## config.mk

```make
export PLATFORM = sky130hd
export DESIGN_NAME = tsr_target
export DESIGN_NICKNAME = d
export VERILOG_FILES = /design/src/rtl/tsr_pkg.sv /design/src/rtl/tsr_target.sv /design/src/rtl/tsr_buf.sv
export VERILOG_INCLUDE_DIRS = /design/src /design/src/rtl
export SDC_FILE = /design/constraint.sdc
export NUM_CORES = 1
export LEC_CHECK = 0
export ABC_CLOCK_PERIOD_IN_PS = 2000
export BUFFER_PORTS_ARGS = -buffer_cell sky130_fd_sc_hd__buf_2
export CAP_MARGIN = 40
export CORE_ASPECT_RATIO = 0.9
export CORE_MARGIN = 2
export CORE_UTILIZATION = 52
export CTS_CLUSTER_DIAMETER = 200
export DETAILED_ROUTE_END_ITERATION = 16
export GPL_TIMING_DRIVEN = 0
export PLACE_DENSITY_LB_ADDON = 0.15
export SYNTH_ARGS = -nofsm -noshare
export SYNTH_HDL_FRONTEND = slang
export SYNTH_SLANG_ARGS = --single-unit
export TNS_END_PERCENT = 5
```

## constraint.sdc

```tcl
create_clock -name clk_i -period 2 [get_ports clk_i]
set_input_delay 0.2 -clock clk_i [delete_from_list [all_inputs] [get_ports clk_i]]
set_output_delay 0.2 -clock clk_i [all_outputs]
set_load 0.1 [all_outputs]
```

## src/rtl/tsr_defines.svh

```systemverilog
// constants for the sensor register serial access block
`ifndef TSR_DEFINES_SVH
`define TSR_DEFINES_SVH

`define TSR_ADDR_W 7
`define TSR_BYTE_W 8
`define TSR_WORD_W 16
`define TSR_BIT_LAST 3'h7
`define TSR_PTR_RST 8'h00
`define TSR_ENTRY_W 17
`define TSR_BUF_DEPTH 2
`define TSR_LINK_PERIOD_NS 400

`endif

```

## src/rtl/tsr_pkg.sv

```systemverilog
// types shared by the sensor register serial access block
package tsr_pkg;

    typedef enum logic [2:0] {
        TSR_IDLE,
        TSR_ADDR,
        TSR_ADDR_ACK,
        TSR_WR_BYTE,
        TSR_WR_ACK,
        TSR_RD_BYTE,
        TSR_RD_ACK,
        TSR_IGNORE
    } tsr_state_t;

endpackage

```

## src/rtl/tsr_target.sv

```systemverilog
// target-side serial protocol engine for the sensor register file
`timescale 1ns/1ps
`include "tsr_defines.svh"

module tsr_target (
    // clock and reset
    input wire logic clk_i,
    input wire logic sys_rst_i,
    // serial link pins
    input wire logic scl_i,
    input wire logic sda_i,
    output logic sda_o,
    output logic sda_oe_o,
    // address straps
    input wire logic [`TSR_ADDR_W-1:0] target_addr_i,
    // register read side
    output logic [`TSR_BYTE_W-1:0] reg_ptr_o,
    input wire logic [`TSR_WORD_W-1:0] rd_word_i,
    output logic read_done_o,
    // register write side
    output logic wr_valid_o,
    input wire logic wr_ready_i,
    output logic [`TSR_BYTE_W-1:0] wr_ptr_o,
    output logic wr_lsb_o,
    output logic [`TSR_BYTE_W-1:0] wr_data_o,
    // status
    output logic busy_o
);

    // ****************************************************
    // pin synchronisers and edge detection
    // ****************************************************
    logic scl_m_q, scl_s_q, scl_p_q;
    logic sda_m_q, sda_s_q, sda_p_q;
    logic [`TSR_ADDR_W-1:0] addr_m_q, addr_s_q;

    always_ff @(posedge clk_i) begin
        if (sys_rst_i) begin
            scl_m_q <= 1'b1;
            scl_s_q <= 1'b1;
            scl_p_q <= 1'b1;
            sda_m_q <= 1'b1;
            sda_s_q <= 1'b1;
            sda_p_q <= 1'b1;
            addr_m_q <= '0;
            addr_s_q <= '0;
        end else begin
            scl_m_q <= scl_i;
            scl_s_q <= scl_m_q;
            scl_p_q <= scl_s_q;
            sda_m_q <= sda_i;
            sda_s_q <= sda_m_q;
            sda_p_q <= sda_s_q;
            addr_m_q <= target_addr_i;
            addr_s_q <= addr_m_q;
        end
    end

    wire scl_rise = scl_s_q && !scl_p_q;
    wire scl_fall = !scl_s_q && scl_p_q;
    wire scl_high = scl_s_q && scl_p_q;
    // start and repeated start share one waveform
    wire start_det = scl_high && sda_p_q && !sda_s_q;
    wire stop_det = scl_high && !sda_p_q && sda_s_q;

    // ****************************************************
    // protocol state
    // ****************************************************
    tsr_pkg::tsr_state_t state_q;
    logic [2:0] bit_cnt_q;
    logic [`TSR_BYTE_W-1:0] rx_q;
    logic got8_q;
    logic rnw_q;
    logic ptr_phase_q;
    logic wr_lsb_q;
    logic rd_lsb_q;
    logic host_ack_q;
    logic [`TSR_WORD_W-1:0] tx_q;
    logic sda_low_q;
    logic [`TSR_BYTE_W-1:0] ptr_q;
    logic read_done_q;

    wire receiving = (state_q == tsr_pkg::TSR_ADDR) || (state_q == tsr_pkg::TSR_WR_BYTE);
    wire addr_match = (rx_q[7:1] == addr_s_q);
    wire byte_ready = receiving && got8_q && scl_fall;

    // written bytes after the pointer byte go through the buffer
    logic buf_in_ready;
    wire push_req = byte_ready && (state_q == tsr_pkg::TSR_WR_BYTE) && !ptr_phase_q;
    wire push = push_req && buf_in_ready;

    tsr_buf u_buf (
        .clk_i(clk_i),
        .sys_rst_i(sys_rst_i),
        .in_valid_i(push),
        .in_ready_o(buf_in_ready),
        .in_data_i({ptr_q, wr_lsb_q, rx_q}),
        .out_valid_o(wr_valid_o),
        .out_ready_i(wr_ready_i),
        .out_data_o({wr_ptr_o, wr_lsb_o, wr_data_o})
    );

    always_ff @(posedge clk_i) begin
        if (sys_rst_i) begin
            state_q <= tsr_pkg::TSR_IDLE;
            bit_cnt_q <= '0;
            rx_q <= '0;
            got8_q <= 1'b0;
            rnw_q <= 1'b0;
            ptr_phase_q <= 1'b0;
            wr_lsb_q <= 1'b0;
            rd_lsb_q <= 1'b0;
            host_ack_q <= 1'b0;
            tx_q <= '0;
            sda_low_q <= 1'b0;
            ptr_q <= `TSR_PTR_RST;
            read_done_q <= 1'b0;
        end else begin
            read_done_q <= 1'b0;
            if (start_det) begin
                state_q <= tsr_pkg::TSR_ADDR;
                bit_cnt_q <= '0;
                got8_q <= 1'b0;
                sda_low_q <= 1'b0;
            end else if (stop_det) begin
                state_q <= tsr_pkg::TSR_IDLE;
                sda_low_q <= 1'b0;
            end else begin
                if (receiving && scl_rise) begin
                    rx_q <= {rx_q[6:0], sda_s_q};
                    bit_cnt_q <= bit_cnt_q + 3'h1;
                    got8_q <= (bit_cnt_q == `TSR_BIT_LAST);
                end
                unique case (state_q)
                    tsr_pkg::TSR_IDLE, tsr_pkg::TSR_IGNORE: begin
                        sda_low_q <= 1'b0;
                    end
                    tsr_pkg::TSR_ADDR: begin
                        if (byte_ready) begin
                            got8_q <= 1'b0;
                            if (addr_match) begin
                                rnw_q <= rx_q[0];
                                ptr_phase_q <= 1'b1;
                                wr_lsb_q <= 1'b0;
                                rd_lsb_q <= 1'b0;
                                tx_q <= rd_word_i;
                                sda_low_q <= 1'b1;
                                state_q <= tsr_pkg::TSR_ADDR_ACK;
                            end else begin
                                state_q <= tsr_pkg::TSR_IGNORE;
                            end
                        end
                    end
                    tsr_pkg::TSR_ADDR_ACK: begin
                        if (scl_fall) begin
                            bit_cnt_q <= '0;
                            if (rnw_q) begin
                                sda_low_q <= !tx_q[15];
                                state_q <= tsr_pkg::TSR_RD_BYTE;
                            end else begin
                                sda_low_q <= 1'b0;
                                state_q <= tsr_pkg::TSR_WR_BYTE;
                            end
                        end
                    end
                    tsr_pkg::TSR_WR_BYTE: begin
                        if (byte_ready) begin
                            got8_q <= 1'b0;
                            if (ptr_phase_q) begin
                                ptr_q <= rx_q;
                                ptr_phase_q <= 1'b0;
                                sda_low_q <= 1'b1;
                                state_q <= tsr_pkg::TSR_WR_ACK;
                            end else if (buf_in_ready) begin
                                wr_lsb_q <= !wr_lsb_q;
                                sda_low_q <= 1'b1;
                                state_q <= tsr_pkg::TSR_WR_ACK;
                            end else begin
                                // no room: leave the slot high to report failure
                                state_q <= tsr_pkg::TSR_IGNORE;
                            end
                        end
                    end
                    tsr_pkg::TSR_WR_ACK: begin
                        if (scl_fall) begin
                            bit_cnt_q <= '0;
                            sda_low_q <= 1'b0;
                            state_q <= tsr_pkg::TSR_WR_BYTE;
                        end
                    end
                    tsr_pkg::TSR_RD_BYTE: begin
                        if (scl_fall) begin
                            if (bit_cnt_q == `TSR_BIT_LAST) begin
                                bit_cnt_q <= '0;
                                sda_low_q <= 1'b0;
                                state_q <= tsr_pkg::TSR_RD_ACK;
                            end else begin
                                bit_cnt_q <= bit_cnt_q + 3'h1;
                                tx_q <= {tx_q[14:0], 1'b0};
                                sda_low_q <= !tx_q[14];
                            end
                        end
                    end
                    tsr_pkg::TSR_RD_ACK: begin
                        if (scl_rise) begin
                            host_ack_q <= !sda_s_q;
                        end
                        if (scl_fall) begin
                            if (host_ack_q) begin
                                rd_lsb_q <= !rd_lsb_q;
                                state_q <= tsr_pkg::TSR_RD_BYTE;
                                if (rd_lsb_q) begin
                                    tx_q <= rd_word_i;
                                    sda_low_q <= !rd_word_i[15];
                                end else begin
                                    tx_q <= {tx_q[14:0], 1'b0};
                                    sda_low_q <= !tx_q[14];
                                end
                            end else begin
                                // not-acknowledge ends the read after any byte count
                                read_done_q <= 1'b1;
                                state_q <= tsr_pkg::TSR_IGNORE;
                            end
                        end
                    end
                endcase
            end
        end
    end

    // ****************************************************
    // outputs
    // ****************************************************
    assign sda_o = 1'b0;
    assign sda_oe_o = sda_low_q;
    assign reg_ptr_o = ptr_q;
    assign read_done_o = read_done_q;
    assign busy_o = (state_q != tsr_pkg::TSR_IDLE);

endmodule

```

## src/rtl/tsr_buf.sv

```systemverilog
// two-entry valid/ready buffer for written register bytes
`timescale 1ns/1ps
`include "tsr_defines.svh"

module tsr_buf #(
    parameter int WIDTH = `TSR_ENTRY_W,
    parameter int DEPTH = `TSR_BUF_DEPTH
) (
    // clock and reset
    input wire logic clk_i,
    input wire logic sys_rst_i,
    // filling side
    input wire logic in_valid_i,
    output logic in_ready_o,
    input wire logic [WIDTH-1:0] in_data_i,
    // draining side
    output logic out_valid_o,
    input wire logic out_ready_i,
    output logic [WIDTH-1:0] out_data_o
);

    localparam int IW = (DEPTH > 1) ? $clog2(DEPTH) : 1;

    logic [WIDTH-1:0] mem_q [DEPTH];
    logic [IW-1:0] wr_idx_q;
    logic [IW-1:0] rd_idx_q;
    logic [IW:0] cnt_q;

    wire push = in_valid_i && in_ready_o;
    wire pop = out_valid_o && out_ready_i;

    assign in_ready_o = (cnt_q != (IW+1)'(DEPTH));
    assign out_valid_o = (cnt_q != '0);
    assign out_data_o = mem_q[rd_idx_q];

    function automatic logic [IW-1:0] next_idx(input logic [IW-1:0] idx);
        next_idx = (idx == IW'(DEPTH - 1)) ? '0 : idx + IW'(1);
    endfunction

    always_ff @(posedge clk_i) begin
        if (sys_rst_i) begin
            wr_idx_q <= '0;
            rd_idx_q <= '0;
            cnt_q <= '0;
        end else begin
            if (push) begin
                wr_idx_q <= next_idx(wr_idx_q);
            end
            if (pop) begin
                rd_idx_q <= next_idx(rd_idx_q);
            end
            if (push && !pop) begin
                cnt_q <= cnt_q + (IW+1)'(1);
            end else if (pop && !push) begin
                cnt_q <= cnt_q - (IW+1)'(1);
            end
        end
    end

    always_ff @(posedge clk_i) begin
        if (push) begin
            mem_q[wr_idx_q] <= in_data_i;
        end
    end

endmodule

```

* After elaboration in Yosys (flattened, before gate mapping) *
Memory sizes are Yosys's and may differ from the RTL's. A register that Yosys moved wholly into a read port is not among the register bits.
Index checks and enable logic that the tools add are counted.

word-level totals
  flip-flop bits (word level) = 70
  RAM bits = 34
  input bits = 28
  output and inout bits = 30
  logic and storage cells = 186
  memories = 1

memory list
  memory       depth  bits a word  read ports  clocked after Yosys merged registers in  wr ports  RTL line       RTL
  u_buf.mem_q  2      17           1           1                                        1         tsr_buf.sv:24  logic [WIDTH-1:0] mem_q [DEPTH];

operators by class
  add/subtract/negate cells = 5
  equality and inequality tests = 30
  muxes and demuxes = 65
  bitwise logic cells = 4
  reduce and logical (&&, ||, !) cells = 56

operators with widths
  cell                  count
  $mux W16              7
  $pmux W16 S3          1
  $mux W3               13
  $mux W1               33
  $ne A4 B4 Y1 const B  7
  $ne A2 B2 Y1 const B  13
  $reduce_and A8 Y1     3
  $pmux W3 S6           1
  $reduce_and A9 Y1     2
  $logic_and A1 B1 Y1   17
  $eq A3 B3 Y1 const B  5
  $logic_not A1 Y1      12
  $mux W2               5
  $reduce_and A5 Y1     2
  $reduce_bool A2 Y1    4
  $reduce_bool A8 Y1    1
  $reduce_or A2 Y1      4
  $eq A7 B7 Y1          1
  $pmux W1 S7           1
  $reduce_and A7 Y1     1
  $eq A3 B2 Y1 const B  2
  $pmux W1 S2           3
  $pmux W3 S2           1
  $reduce_and A6 Y1     1
  15 further kinds      20

* Logic depth before layout (Yosys ltp) *
  depth after elaboration = 12
  mapped depth = 10
  mapped depth without buffers = 8

* Hierarchy *
Synthesis repeated with hierarchy kept, for this count alone.

unflattened totals
  cell total of the unflattened synthesis = 403
  area total of the unflattened synthesis = 4503.1 um2

modules (own cells, without submodules)
  module      instances  cells each  area an instance (um2)  seq. area each (um2)
  tsr_target  1          326         3055.4                  1321.3
  tsr_buf     1          77          1447.6                  1121.1

* Least setup slack after synthesis *
Ideal clock, no wire load.

  path type = register to register
  start = register scl_s_q
  end = memory u_buf.mem_q[0][0] in the netlist's numbering (enable)
  library setup time = 390 ps
  data arrival time = 1788 ps
  required time = 1610 ps
  path slack = -178 ps
  stages on the path, launching flop included = 6
  buffers on the path = 1
  clock period less this slack = 2178 ps
  cell sequence = dfxtp_1 -> buf_2 -> nand3b_1 -> nor3_2 -> nand2_1 -> nor2_1

on the way
  cells in the longest elaborated chain, start to end = 9

ends and longest elaborated chain
  item                              RTL line          RTL
  start, declared                   tsr_target.sv:33  logic scl_m_q, scl_s_q, scl_p_q;
  start signal, assigned            tsr_target.sv:49  scl_s_q <= scl_m_q;
  $logic_not A1 Y1                  tsr_target.sv:60  wire scl_fall = !scl_s_q && scl_p_q;
  $logic_and A1 B1 Y1               tsr_target.sv:60
  $logic_and A1 B1 Y1               tsr_target.sv:85  wire byte_ready = receiving && got8_q && scl_fall;
  $logic_and A1 B1 Y1 (2 in a row)  tsr_target.sv:89  wire push_req = byte_ready && (state_q == tsr_pkg::TSR_WR_BYTE) && !ptr_phase_q;
  $logic_and A1 B1 Y1               tsr_target.sv:90  wire push = push_req && buf_in_ready;
  $logic_and A1 B1 Y1               tsr_buf.sv:29     wire push = in_valid_i && in_ready_o;
  $mux W1                           tsr_buf.sv:61     if (push) begin
  $mux W1 (implied by the code)     tsr_buf.sv:62     mem_q[wr_idx_q] <= in_data_i;
  end, declared                     tsr_buf.sv:24

Every way passes these cells.

* Worst setup path in the final report *
  start = register scl_s_q
  end = register u_buf.cnt_q[1]

on the way
  cells in the longest elaborated chain, start to end = 10
  elaborated cells on any way between the ends = 12
  classes of those cells = 1 x mux; 11 x reduce/logical

ends and longest elaborated chain
  item                                RTL line          RTL
  $logic_not A1 Y1 *                  tsr_target.sv:60
  $logic_and A1 B1 Y1 *               tsr_target.sv:60
  $logic_and A1 B1 Y1 *               tsr_target.sv:85
  $logic_and A1 B1 Y1 * (2 in a row)  tsr_target.sv:89
  $logic_and A1 B1 Y1 *               tsr_target.sv:90
  $logic_and A1 B1 Y1 *               tsr_buf.sv:29
  via u_buf.push                      tsr_buf.sv:29
  $logic_not A1 Y1                    tsr_buf.sv:54     end else if (pop && !push) begin
  $logic_and A1 B1 Y1                 tsr_buf.sv:54
  $reduce_bool A2 Y1 (no line)        -
  end signal, assigned                tsr_buf.sv:53     cnt_q <= cnt_q + (IW+1)'(1);
  end signal, assigned                tsr_buf.sv:55     cnt_q <= cnt_q - (IW+1)'(1);
  end, declared                       tsr_buf.sv:27     logic [IW:0] cnt_q;

The timed path passes the listed nets; every way through them passes the cells marked *.
A chain may end at the register's enable or synchronous reset.

==> impl_metrics.yaml <==
global_route:
  grt_pass1_vias: 3101
  track_usage_pct: 20.3
  grt_max_degree: 22
  grt_util_met3_pct: 4.88
  grt_pass1_wl_um: 14900
  overflow: 0
  grt_util_met2_pct: 30.6
  grt.busiest_layer: "met2"
  antenna_found_initial: 0
  gr-usage-met1_pct: 28.6
floorplanning:
  rows: 32
  start_util_pct: 53.0
  io_pins: 58
  chipWidth_um: 102
  die_h_um: 92.3
  dieArea_mm2: 0.00942
  core_mm2: 0.00849
layout:
  regArea_mm2: 0.00245
  design_area_mm2: 0.00527
  instances_no_fill: 595
  final_cell_mix: "dfxtp_1 (68), buf_2 (54), edfxtp_1 (34), nand2_1 (28)"
  drive_gt1_share_pct: 30.9
  n_antenna_cell: 0
  fin_util_pct: 62.1
  num-nets-final: 502
  multiInputGateArea_mm2: 0.00194
  final_common_cell: "dfxtp_1"
  area_growth_pct: 17.1
  fill_cells: 739
pwr:
  p_total_mw: 3.86
  p_per_area_mw_per_mm2: 732
  vdd_ir_drop_max_mv: 0.436
  p_leak_nw: 2.17
clocking:
  cts_tree: "yes"
  ctsHtreeMaxLevel: 3
  ctsLongestPathBuffers: 2
  clock_latency_ns: 0.37
  numCtsBuffers: 9
  holdBufCountCts: 0
  clk_pin_slew_ns: 0.10
  clkSinkCount: 105
  cts-root-buf: "clkbuf_8"
drt:
  viasPerCell: 5.43
  avgRoutedWirePerCell_um: 15.5
  drt-initial-drc-count: 188
  drt_pass1_iterations: 4
  postRouteAntennaNets: 0
  postRouteWirelength_um: 9230
  via_count: 3229
  drc: 0
placement:
  pre_cts_slack_ns: -0.229
  dpl_cell_area_mm2: 0.00494
  dp_cells: 580
  gp_congestion: 0.878
  port_buffers: 55
  dp.final_hpwl_um: 6370
setup_path:
  worst_ep_arrival_time_ns: 2.26
  crit_path_max_incr_delay_ns: 0.35
  crit_buf_inv: 2
  worst_path_max_delay_cell: "dfxtp_2"
  crit_family: "simple AND/OR/NAND/NOR gates"
  cp.required_ns: 2.30
  crit_chain: "buf_6 > nand3b_1 > nor3_4 > nand2_2 > inv_2 > ha_4 > or3_1 > a21oi_1"
  critPathLaunchType: "flop"
  crit_fanout: 10
  critPathKind: "reg2reg"
  end_kind: "flop"
timing:
  fmax_ghz: 0.509
  fin_skew_ns: 0.0152
  tightest_slew_ns: 0.574
  holdWs_ns: 0.0184
  hold_violations: 0
  fin_ws_ns: 0.0369
  relSlewSlack_pct: 61.6
  rsz0062_at_grt: "true"
  fin_setup_tns_ns: 0
  finalMaxSlewViolations: 0
  final-setup-viol-count: 0
  min_period_ns: 1.96
  period_share_pct: 98.2
min_path:
  hold_path_class: "in2reg"
logic_synthesis:
  synth_area_leaders: "dfxtp_1 (32%), edfxtp_1 (23%), mux2i_1 (5.8%)"
  seq_area_frac_synth_pct: 54.3
  synth_top_area_cell: "dfxtp_1"
  synth-main-ff-cell: "dfxtp_1"
  synth_cell_type_count: 58
  yosys_warnings: 0
  syn_avg_cell_area_um2: 11.1
  yosysTopAreaCellShare_pct: 31.6
  synth_seq_cells: 105
  async_flop_share_pct: 0
  synth_nets: 436
  syn_area_mm2: 0.00450
  syn_inst: 405
  synth_edf_count: 34
flow_run:
  drv_cap: 0
status:
  outcome: "complete, no violations"
==> synthesized netlist by cell type, types with 3 or more instances <==
cell,instances
or2_2,6
buf_4,5
nor2_1,26
ha_1,3
nand2b_1,7
a311oi_1,14
a22oi_1,5
o21ai_0,10
dfxtp_1,71
mux2_2,17
a21oi_1,26
nand3_1,9
clkbuf_1,11
nor3b_1,3
or3_1,4
xor2_1,10
a21oi_2,10
edfxtp_1,34
buf_2,5
mux2i_1,26
nand2_1,30
nor2b_1,18
inv_1,8
==> worst reg2reg max path: cells and delay by family (launching register included) <==
family | cells | cell delay (ns)
compound gates | 1 | 0.12
fa+ha+maj | 1 | 0.20
buf+inv | 2 | 0.23
flops | 1 | 0.35
simple gates | 4 | 0.99
==> sequential cells by signal, summed over array words and instances, names as in the netlist, 2 cells and up, named ones only <==
name,cells
addr_s_q,7
addr_m_q,7
bit_cnt_q,3
u_buf.mem_q,34
u_buf.cnt_q,2
state_q,3
reg_ptr_o,8
tx_q,16
rx_q,8
==> timing repair <==
item,CTS,global route
pin swaps,0,4
setup endpoints to repair,50,57
resized for setup,7,26
setup buffers,0,1
==> routing by layer <==
metal	up-vias	share of wire, %
met5	-	0
met2	94	46
li1	1591	-
met1	1530	47
met3	14	5.1
met4	0	1.7
==> kinds of logic (layout without fill, tap and decap cells) <==
kind of cell,Yosys count,after routing,synth area share (%)
AND/OR/NAND/NOR,119,119,13.9
flip-flops,105,105,54.3
AO/OA/AOI/OAI,88,88,14.4
multiplexers,43,43,10.0
buffers and inverters,34,105,4.17
XOR/XNOR,12,12,2.34
adder cells (fa/ha/maj),3,3,0.834
other,1,1,0.0833
==> power breakdown <==
group	switching, mW	leakage [nW]	total [mW]	internal (mW)
registers	0.00811	0.892	2.21	2.20
logic	0.127	1.16	0.205	0.0788
clock network	0.816	0.112	1.44	0.627
total	0.951	2.17	3.86	2.91
==> final timing paths <==
path / start / to / slack, ns / cells past startpoint
worst max-delay path: scl_s_q$_SDFF_PP1_ / u_buf.cnt_q[1]$_SDFFE_PP0P_ / 0.04 / 8
worst min-delay path: sda_i / sda_m_q$_SDFF_PP1_ / 0.02 / 2
worst max register to register: scl_s_q$_SDFF_PP1_ / u_buf.cnt_q[1]$_SDFFE_PP0P_ / 0.04 / 8
worst min register to register: scl_m_q$_SDFF_PP1_ / scl_s_q$_SDFF_PP1_ / 0.42 / 1
==> area by class of cell <==
type / instances / area share (%)
Sequential cell: 105 / 46.4
Multi-Input combinational cell: 266 / 36.8
Timing Repair Buffer: 57 / 5.89
Buffer: 24 / 3.11
Tap cell: 119 / 2.82
Clock buffer: 9 / 2.35
Clock inverter: 7 / 2.07
Inverter: 8 / 0.570
Power figures use the tool's default switching activity.
